<file path="config.mk">
export PLATFORM = sky130hd
export DESIGN_NAME = emm_mode_ctrl
export DESIGN_NICKNAME = d
export VERILOG_FILES = /design/src/core/emm_pkg.sv /design/src/core/emm_mode_ctrl.sv /design/src/core/emm_sync.sv
export SDC_FILE = /design/constraint.sdc
export NUM_CORES = 1
export LEC_CHECK = 0
export BUFFER_PORTS_ARGS = -buffer_cell sky130_fd_sc_hd__buf_4
export CAP_MARGIN = 20
export CORE_ASPECT_RATIO = 1.4
export CORE_UTILIZATION = 48
export DETAILED_ROUTE_END_ITERATION = 10
export PLACE_DENSITY_LB_ADDON = 0.08
export SYNTH_ARGS = -nofsm -noshare
export SYNTH_HDL_FRONTEND = slang
export SYNTH_SLANG_ARGS = --single-unit
export TNS_END_PERCENT = 10
</file>
<file path="constraint.sdc">
create_clock -name sys_clk -period 1.9 [get_ports sys_clk]
set_input_delay 0.38 -clock sys_clk [delete_from_list [all_inputs] [get_ports sys_clk]]
set_output_delay 0.38 -clock sys_clk [all_outputs]
set_load 0.1 [all_outputs]
</file>
<file path="src/core/emm_pkg.sv">
// Constants shared by the MAC mode-control block: register map, field
// positions, reset values and the link-side encodings.
// Assumes a 32-bit AHB-Lite register bus and a 4-bit media-independent link.
package emm_pkg;

  // ------------------------------------------------------------------
  // Register byte offsets
  // ------------------------------------------------------------------
  localparam logic [7:0] EMM_OFS_MODE = 8'h00;
  localparam logic [7:0] EMM_OFS_STATUS = 8'h04;
  localparam logic [7:0] EMM_OFS_INT_EN = 8'h08;
  localparam logic [7:0] EMM_OFS_CLEAR = 8'h0c;
  localparam logic [7:0] EMM_OFS_CRC_CNT = 8'h10;

  // ------------------------------------------------------------------
  // Mode-control fields
  // ------------------------------------------------------------------
  localparam int EMM_B_PROMISC = 0;
  localparam int EMM_B_DUPLEX = 1;
  localparam int EMM_B_EXT_LOOP = 2;
  localparam int EMM_B_INT_LOOP = 3;
  localparam int EMM_B_TX_EN = 5;
  localparam int EMM_B_RX_EN = 6;
  localparam int EMM_B_WAKE_EN = 9;
  localparam int EMM_B_CRC_PERMIT = 12;
  // Writable bits; all others are reserved and read as zero
  localparam logic [31:0] EMM_MODE_WR_MASK = 32'h0000_126f;
  localparam logic [31:0] EMM_MODE_RESET = 32'h0000_0000;

  // ------------------------------------------------------------------
  // Status, interrupt enable and clear layout
  // ------------------------------------------------------------------
  localparam int EMM_ST_W = 3;
  localparam int EMM_ST_ILL_CARRIER = 0;
  localparam int EMM_ST_WAKE = 1;
  localparam int EMM_ST_LINK_CHG = 2;
  localparam logic [EMM_ST_W-1:0] EMM_ST_RESET = 3'h0;

  // ------------------------------------------------------------------
  // Link encodings and sizes
  // ------------------------------------------------------------------
  localparam logic [3:0] EMM_FALSE_CARRIER = 4'he;
  localparam int EMM_CNT_W = 16;
  localparam int EMM_SYNC_W = 9;
  // Cycles after reset before the link-status input is trusted
  localparam int EMM_LINK_SETTLE = 3;
  localparam logic [1:0] EMM_HTRANS_NONSEQ = 2'h2;

endpackage

</file>
<file path="src/core/emm_mode_ctrl.sv">
// MAC mode-control register with its status and interrupt logic, the
// receive and transmit enable gating and the link-side sampling.
// Assumes an AHB-Lite master, an MII PHY whose pins and receive clock are
// asynchronous, and transmit/receive datapaths on sys_clk.
`timescale 1ns/100ps

module emm_mode_ctrl
  import emm_pkg::*;
#(
  parameter int CNT_W = EMM_CNT_W
) (
  // Clock and reset
  input wire logic sys_clk,
  input wire logic sys_rst,
  // AHB-Lite slave
  input wire logic hsel,
  input wire logic [31:0] haddr,
  input wire logic [1:0] htrans,
  input wire logic hwrite,
  input wire logic [2:0] hsize,
  input wire logic [31:0] hwdata,
  input wire logic hready,
  output logic hreadyout,
  output logic [31:0] hrdata,
  output logic hresp,
  // MII receive pins and PHY status, asynchronous
  input wire logic mii_rx_clk,
  input wire logic mii_rx_dv,
  input wire logic mii_rx_er,
  input wire logic [3:0] mii_rxd,
  input wire logic mii_col,
  input wire logic link_status,
  // Transmit datapath, on sys_clk
  input wire logic tx_frame_req,
  input wire logic tx_frame_done,
  input wire logic tx_nib_stb,
  input wire logic tx_en_in,
  input wire logic [3:0] txd_in,
  // Receive datapath events, on sys_clk
  input wire logic rx_crc_err,
  input wire logic wake_pattern_seen,
  input wire logic rx_filter_valid,
  input wire logic rx_addr_match,
  input wire logic rx_bcast_hit,
  input wire logic rx_mcast_hit,
  // Receive nibble stream to the datapath
  output logic rx_nib_valid,
  output logic [3:0] rx_nib,
  output logic rx_nib_err,
  // Mode outputs
  output logic rx_run,
  output logic tx_run,
  output logic full_duplex,
  output logic tx_collision,
  output logic rx_accept,
  output logic rx_crc_fault,
  // Pins and interrupt
  output logic general_output_pin,
  output logic wake_on_lan_output,
  output logic irq
);

  // ------------------------------------------------------------------
  // Registers and state
  // ------------------------------------------------------------------
  logic [31:0] mode;
  logic [EMM_ST_W-1:0] status;
  logic [EMM_ST_W-1:0] int_en;
  logic [CNT_W-1:0] crc_cnt;
  logic wr_pend;
  logic [7:0] wr_ofs;
  logic rx_in_frame;
  logic tx_in_frame;
  logic rx_clk_prev;
  logic link_prev;
  logic [EMM_LINK_SETTLE-1:0] link_warm;
  logic [EMM_SYNC_W-1:0] pins_s;

  // ------------------------------------------------------------------
  // Helpers
  // ------------------------------------------------------------------
  // Widens a status-layout field to a bus word; reserved bits read as zero
  function automatic logic [31:0] st_word(input logic [EMM_ST_W-1:0] val);
    st_word = {{(32-EMM_ST_W){1'b0}}, val};
  endfunction

  // Matches a bus offset against one register's offset
  function automatic logic ofs_hit(input logic [7:0] ofs, input logic [7:0] reg_ofs);
    ofs_hit = (ofs == reg_ofs);
  endfunction

  // ------------------------------------------------------------------
  // Link pin synchronisation
  // ------------------------------------------------------------------
  emm_sync #(
    .WIDTH(EMM_SYNC_W)
  ) u_sync (
    .sys_clk(sys_clk),
    .sys_rst(sys_rst),
    .async_in({mii_rx_clk, mii_rx_dv, mii_rx_er, mii_rxd, mii_col, link_status}),
    .sync_out(pins_s)
  );

  wire s_rx_clk = pins_s[8];
  wire s_rx_dv = pins_s[7];
  wire s_rx_er = pins_s[6];
  wire [3:0] s_rxd = pins_s[5:2];
  wire s_col = pins_s[1];
  wire s_link = pins_s[0];

  // ------------------------------------------------------------------
  // Mode field decode
  // ------------------------------------------------------------------
  wire m_promisc = mode[EMM_B_PROMISC];
  wire m_duplex = mode[EMM_B_DUPLEX];
  wire m_int_loop = mode[EMM_B_INT_LOOP];
  wire m_tx_en = mode[EMM_B_TX_EN];
  wire m_rx_en = mode[EMM_B_RX_EN];
  wire m_wake_en = mode[EMM_B_WAKE_EN];
  wire m_crc_permit = mode[EMM_B_CRC_PERMIT];

  // ------------------------------------------------------------------
  // Receive source selection
  // ------------------------------------------------------------------
  // Rising edge of the sampled receive clock marks one nibble
  // Data and clock share one synchroniser latency, so they stay aligned
  // as long as the link clock is well below sys_clk
  wire rx_rise = s_rx_clk & ~rx_clk_prev;
  // loopback source select
  // Loopback takes the transmitter's own nibbles; PHY receive pins are ignored
  wire src_stb = m_int_loop ? tx_nib_stb : rx_rise;
  wire src_dv = m_int_loop ? tx_en_in : s_rx_dv;
  wire src_er = m_int_loop ? 1'b0 : s_rx_er;
  wire [3:0] src_d = m_int_loop ? txd_in : s_rxd;
  wire frame_start = src_stb & src_dv & ~rx_in_frame;
  wire frame_end = src_stb & ~src_dv & rx_in_frame;
  // A false-carrier code outside a frame counts as an illegal carrier
  wire ill_carrier = src_stb & ~src_dv & src_er & (src_d == EMM_FALSE_CARRIER);

  // ------------------------------------------------------------------
  // Event and bus decode
  // ------------------------------------------------------------------
  // wake detection gated by enable
  wire wake_ev = wake_pattern_seen & m_wake_en;
  // The synchroniser and link_prev leave reset at zero while the pin
  // usually idles high; without a settling window the first cycles after
  // reset would report a link change that never happened. A real change
  // inside that window is missed, and no register lets software read the
  // link state itself.
  wire link_ev = (s_link ^ link_prev) & link_warm[EMM_LINK_SETTLE-1];
  wire [EMM_ST_W-1:0] st_set;
  assign st_set[EMM_ST_ILL_CARRIER] = ill_carrier;
  assign st_set[EMM_ST_WAKE] = wake_ev;
  assign st_set[EMM_ST_LINK_CHG] = link_ev;

  wire addr_phase = hsel & htrans[1] & hready;
  wire [7:0] ap_ofs = haddr[7:0];
  wire wr_mode = wr_pend & ofs_hit(wr_ofs, EMM_OFS_MODE);
  wire wr_int_en = wr_pend & ofs_hit(wr_ofs, EMM_OFS_INT_EN);
  wire wr_crc = wr_pend & ofs_hit(wr_ofs, EMM_OFS_CRC_CNT);
  // write-one clear through status or clear register
  wire wr_clr = wr_pend & (ofs_hit(wr_ofs, EMM_OFS_STATUS) | ofs_hit(wr_ofs, EMM_OFS_CLEAR));
  wire [EMM_ST_W-1:0] st_clr = wr_clr ? hwdata[EMM_ST_W-1:0] : '0;
  // New events win over a clear in the same cycle
  wire [EMM_ST_W-1:0] next_status = (status & ~st_clr) | st_set;

  // Frames that arrive while the receiver is off are not counted
  // bad-CRC frame is an error only when not permitted
  wire crc_counted = rx_crc_err & ~m_crc_permit & rx_run;
  // counter frozen while permitted; a write clear in the same cycle as an increment leaves one
  wire [CNT_W-1:0] next_crc_cnt = crc_counted ?
      (wr_crc ? CNT_W'(1) : crc_cnt + CNT_W'(1)) : (wr_crc ? '0 : crc_cnt);

  // Read data selection; unmapped offsets read as zero
  wire [31:0] rd_word =
      ofs_hit(ap_ofs, EMM_OFS_MODE) ? mode :
      ofs_hit(ap_ofs, EMM_OFS_STATUS) ? st_word(status) :
      ofs_hit(ap_ofs, EMM_OFS_INT_EN) ? st_word(int_en) :
      ofs_hit(ap_ofs, EMM_OFS_CRC_CNT) ? {{(32-CNT_W){1'b0}}, crc_cnt} : 32'h0000_0000;

  // ------------------------------------------------------------------
  // AHB-Lite slave
  // ------------------------------------------------------------------
  // Zero wait states: writes land in the data phase, reads are prepared
  // in the address phase so the data phase can return them at once
  // Trade-off: a read issued straight after a write to the same register
  // is captured before that write lands and returns the old value, so
  // software leaves one idle cycle between them
  always_ff @(posedge sys_clk) begin
    if (sys_rst) begin
      wr_pend <= 1'b0;
      wr_ofs <= 8'h00;
      hrdata <= 32'h0000_0000;
      hreadyout <= 1'b0;
      hresp <= 1'b0;
    end else begin
      wr_pend <= addr_phase & hwrite;
      wr_ofs <= ap_ofs;
      hreadyout <= 1'b1;
      hresp <= 1'b0;
      if (addr_phase && !hwrite) begin
        hrdata <= rd_word;
      end
    end
  end

  // Mode and interrupt enable registers
  // Mode changes are taken as written; keeping fields still while the
  // enables are on, and pairing loopback with full duplex, is software's duty
  always_ff @(posedge sys_clk) begin
    if (sys_rst) begin
      mode <= EMM_MODE_RESET;
      int_en <= EMM_ST_RESET;
    end else begin
      if (wr_mode) begin
        mode <= hwdata & EMM_MODE_WR_MASK;
      end
      if (wr_int_en) begin
        int_en <= hwdata[EMM_ST_W-1:0];
      end
    end
  end

  // Sticky status, counter, wake pin and interrupt
  always_ff @(posedge sys_clk) begin
    if (sys_rst) begin
      status <= EMM_ST_RESET;
      crc_cnt <= '0;
      wake_on_lan_output <= 1'b0;
      irq <= 1'b0;
      link_prev <= 1'b0;
      link_warm <= '0;
      rx_crc_fault <= 1'b0;
    end else begin
      status <= next_status;
      crc_cnt <= next_crc_cnt;
      link_prev <= s_link;
      link_warm <= {link_warm[EMM_LINK_SETTLE-2:0], 1'b1};
      rx_crc_fault <= crc_counted;
      wake_on_lan_output <= next_status[EMM_ST_WAKE];
      irq <= |(next_status & int_en);
    end
  end

  // ------------------------------------------------------------------
  // Receiver enable and nibble capture
  // ------------------------------------------------------------------
  always_ff @(posedge sys_clk) begin
    if (sys_rst) begin
      rx_clk_prev <= 1'b0;
      rx_in_frame <= 1'b0;
      rx_run <= 1'b0;
    end else begin
      rx_clk_prev <= s_rx_clk;
      if (frame_start) begin
        rx_in_frame <= 1'b1;
      end else if (frame_end) begin
        rx_in_frame <= 1'b0;
      end
      // enable follows the bit only between frames
      if (!rx_in_frame || frame_end) begin
        rx_run <= m_rx_en;
      end
    end
  end

  // Nibbles of a frame pass only while the receiver runs
  // A frame that began while the receive enable bit was clear is dropped whole
  // rather than delivered from its middle
  always_ff @(posedge sys_clk) begin
    if (sys_rst) begin
      rx_nib_valid <= 1'b0;
      rx_nib <= 4'h0;
      rx_nib_err <= 1'b0;
    end else begin
      rx_nib_valid <= src_stb & src_dv & rx_run & (rx_in_frame | m_rx_en);
      rx_nib <= src_d;
      rx_nib_err <= src_stb & src_dv & src_er;
    end
  end

  always_ff @(posedge sys_clk) begin
    if (sys_rst) begin
      rx_accept <= 1'b0;
    end else begin
      rx_accept <= rx_filter_valid & rx_run &
          (m_promisc | rx_addr_match | rx_bcast_hit | rx_mcast_hit);
    end
  end

  // ------------------------------------------------------------------
  // Transmitter enable and duplex
  // ------------------------------------------------------------------
  // A frame request is only taken while the transmitter runs, which lags its
  // enable bit by one cycle, so a request in the first cycle after a disable still starts a frame
  always_ff @(posedge sys_clk) begin
    if (sys_rst) begin
      tx_in_frame <= 1'b0;
      tx_run <= 1'b0;
      full_duplex <= 1'b0;
      tx_collision <= 1'b0;
    end else begin
      // a frame started while the enable bit is set holds the transmitter on until done
      if (tx_frame_done) begin
        tx_in_frame <= 1'b0;
      end else if (tx_frame_req && tx_run) begin
        tx_in_frame <= 1'b1;
      end
      // transmitter follows its enable between frames
      if (!tx_in_frame || tx_frame_done) begin
        tx_run <= m_tx_en;
      end
      // duplex select; collisions matter only in half duplex
      full_duplex <= m_duplex;
      tx_collision <= s_col & ~m_duplex & tx_in_frame;
    end
  end

  // external loopback bit on the pin
  assign general_output_pin = mode[EMM_B_EXT_LOOP];

endmodule

</file>
<file path="src/core/emm_sync.sv">
// Two-stage synchroniser for a group of independent level inputs.
// Assumes each bit is a slow level; no word coherence across bits.
`timescale 1ns/100ps

module emm_sync #(
  parameter int WIDTH = 1
) (
  // Clock and reset
  input wire logic sys_clk,
  input wire logic sys_rst,
  // Data
  input wire logic [WIDTH-1:0] async_in,
  output logic [WIDTH-1:0] sync_out
);

  logic [WIDTH-1:0] stage1;

  // First stage feeds only the second stage
  always_ff @(posedge sys_clk) begin
    if (sys_rst) begin
      stage1 <= '0;
      sync_out <= '0;
    end else begin
      stage1 <= async_in;
      sync_out <= stage1;
    end
  end

endmodule

</file>
==> metrics.yaml <==
die_w_um: 75.7
cts-buffers-inserted: 9
io_pins: 146
post_cts_buffers: 0
io_buffers: 76
irDropWorstVdd_v: 0.000356
finalHoldViolCount: 0
fmax_mhz: 575
routedWlPerCell_um: 14.3
synth_area_mm2: 0.00365
worstSetupEndpoint: "crc_cnt[13]$_SDFFE_PP0P_"
drive_above_1_share_pct: 23.5
regToRegEndpoint: "crc_cnt[13]$_SDFFE_PP0P_"
end_kind: "flip-flop"
antenna_found_initial: 0
synthFlopType: "dfxtp_1"
async_flop_share_pct: 0
setup.worst_path.start_class: "flip-flop"
slew_violations: 0
critPathMaxFanout: 8
r2r_setup_slack_ns: 0.16
dp_hpwl_um: 5930
postCtsHoldBufs: 0
cts_resized: 0
combinationalPowerShare_pct: 10.7
routed-via-count: 2879
clk_latency_ns: 0.35
drv_cap: 0
place_inst: 541
gr-usage-all-layers_pct: 21.8
num_antenna_cells: 0
rsz0062_at_grt: "false"
p_int_mw: 2.59
synth_area_leader_cell: "dfxtp_1"
fin_cells: 556
r2r-start: "crc_cnt[4]$_SDFFE_PP0P_"
fin_worst_skew_ns: 0.00691
ant_nets: 0
pre_cts_ws_ns: 0.211
fp.dieArea_mm2: 0.00797
pwr-share-seq_pct: 57.2
synth_top_cell_area_share_pct: 51.0
ys_seq_area_share_pct: 51.0
hold_path_class: "in2reg"
finalSetupViolations: 0
cts_tree: "yes"
postPlaceCellArea_mm2: 0.00432
grt_pass1_wl_um: 12900
synth-seq-cells: 93
reg2reg_depth: 4
h-tree-depth: 3
rows: 37
post-route-min-period_ns: 1.74
fin_area_mm2: 0.00448
p_leak_nw: 1.80
drt-total-wl_um: 7960
grt.overflow.total: 0
gp_congestion: 0.856
die_y_um: 105
area_growth_pct: 22.7
sw_frac_of_total_pct: 25.7
synth_cell_type_count: 54
status: "finished, final reports clean"
clockBufferDepth: 2
startpoint: "crc_cnt[4]$_SDFFE_PP0P_"
power_density_mw_per_mm2: 779
dr.pass1.iters: 4
design.core.area_mm2: 0.00736
tns_ns: 0
yosysWarnings: 0
clockRootBuffer: "clkbuf_8"
netlist_top_cells_count: "dfxtp_1 (93), nor2_1 (50), nor2b_1 (33), mux2i_1 (19), buf_4 (17)"
finalCoreUtilization_pct: 60.9
synth_edf_count: 0
crit_type: "reg2reg"
drc: 0
viasPerCell: 5.18
nets: 553
start_util_pct: 49.6
dr.first_iter.drc_count: 89
synth_area_leaders: "dfxtp_1 (51%), nor2b_1 (5.7%), mux2i_1 (5.2%)"
p_clk_share_pct: 32.1
p_sw_uw: 899
critPathRequiredTime_ns: 2.19
grt_pass1_vias: 2827
syn_area_per_cell_um2: 9.79
period_share_pct: 91.5
grt_max_degree: 35
synth_cells: 373
yosysMostFrequentCell: "dfxtp_1"
path_clk_slew_ns: 0.08
finalWorstSetupSlack_ns: 0.161
arrival_ns: 2.03
cts_sinks: 93
## cell type report
type                            count  area [um2]
Inverter                           11        41.3
Timing Repair Buffer               86         671
Multi-Input combinational cell    254        1630
Fill cell                         660        2880
Clock inverter                      2        10.0
Sequential cell                    93        1860
Tap cell                           97         121
Clock buffer                       13         149
## placed cells by master, fill, tap and decap left out, types with 4 or more instances in the layout
cell type   n
nor3_1     10
xor2_1      5
a22oi_1    15
o21ai_0     7
mux2i_1    19
buf_4      84
nor2_1     50
conb_1     17
a21oi_1     6
nor2b_1    33
dfxtp_1    92
clkbuf_8   10
inv_1      11
nand3_1     7
nand2b_1    4
nand2_1    13
nor4_1      5
a2bb2oi_1   5
nand4_1     5
o31ai_1     4
xnor2_1     8
## power by group through the flow
stage	clock network, mW	registers, mW	logic (mW)
2_1_floorplan	0	2.07	0.256
6_report	1.12	2.00	0.372
4_1_cts	1.17	2.00	0.374
5_1_grt	1.24	2.00	0.395
3_3_place_gp	0	2.04	0.370
3_5_place_dp	0	2.04	0.373
## critical path, cell delays in order (launching register included)
cell and delay (ns):
dfxtp_1 0.51, nand4_4 0.21, or2_4 0.30, or4_1 0.49, a21oi_1 0.16
## how the worst min path moves through the flow
stage	startpoint	endpoint	slack, ns	depth (start not counted)
floorplan	link_warm[1]$_SDFF_PP0_	link_warm[2]$_SDFF_PP0_	0.41	1
global placement	u_sync.stage1[4]$_SDFF_PP0_	u_sync.sync_out[4]$_SDFF_PP0_	0.42	1
detailed placement	u_sync.stage1[5]$_SDFF_PP0_	u_sync.sync_out[5]$_SDFF_PP0_	0.42	1
CTS	tx_frame_done	tx_in_frame$_SDFFE_PP0P_	0.17	2
global route	tx_frame_done	tx_in_frame$_SDFFE_PP0P_	0.19	2
finish	tx_frame_done	tx_in_frame$_SDFFE_PP0P_	0.19	2
## stage by stage
step	hold slack, ns	power [mW]
after floorplan	0.414	2.32
after global placement	0.420	2.41
after detailed placement	0.425	2.42
after CTS	0.172	3.54
after global routing	0.188	3.64
final	0.194	3.49
## sequential cells by signal, indices dropped and copies added (netlist names), 3 cells and up
name,flops
crc_cnt,16
wr_ofs,8
rx_nib,4
u_sync.sync_out,9
int_en,3
u_sync.stage1,9
hrdata,16
status,3
mode,8
link_warm,3
## logic make-up after synthesis
group	share of synthesized area (%)
other cells	0.103
simple gates	24.2
buf+inv	6.13
compound gates	9.97
fa+ha+maj	0.343
mux	5.21
xor+xnor	3.12
flops	51.0
## layer usage
layer | GRT usage [%] | wire length [um]
met5 | 0 | 0
met2 | 35.9 | 4080
met4 | 14.0 | 261
met1 | 25.2 | 3320
met3 | 3.54 | 300
Note: power is estimated with default switching activity, not from simulation.
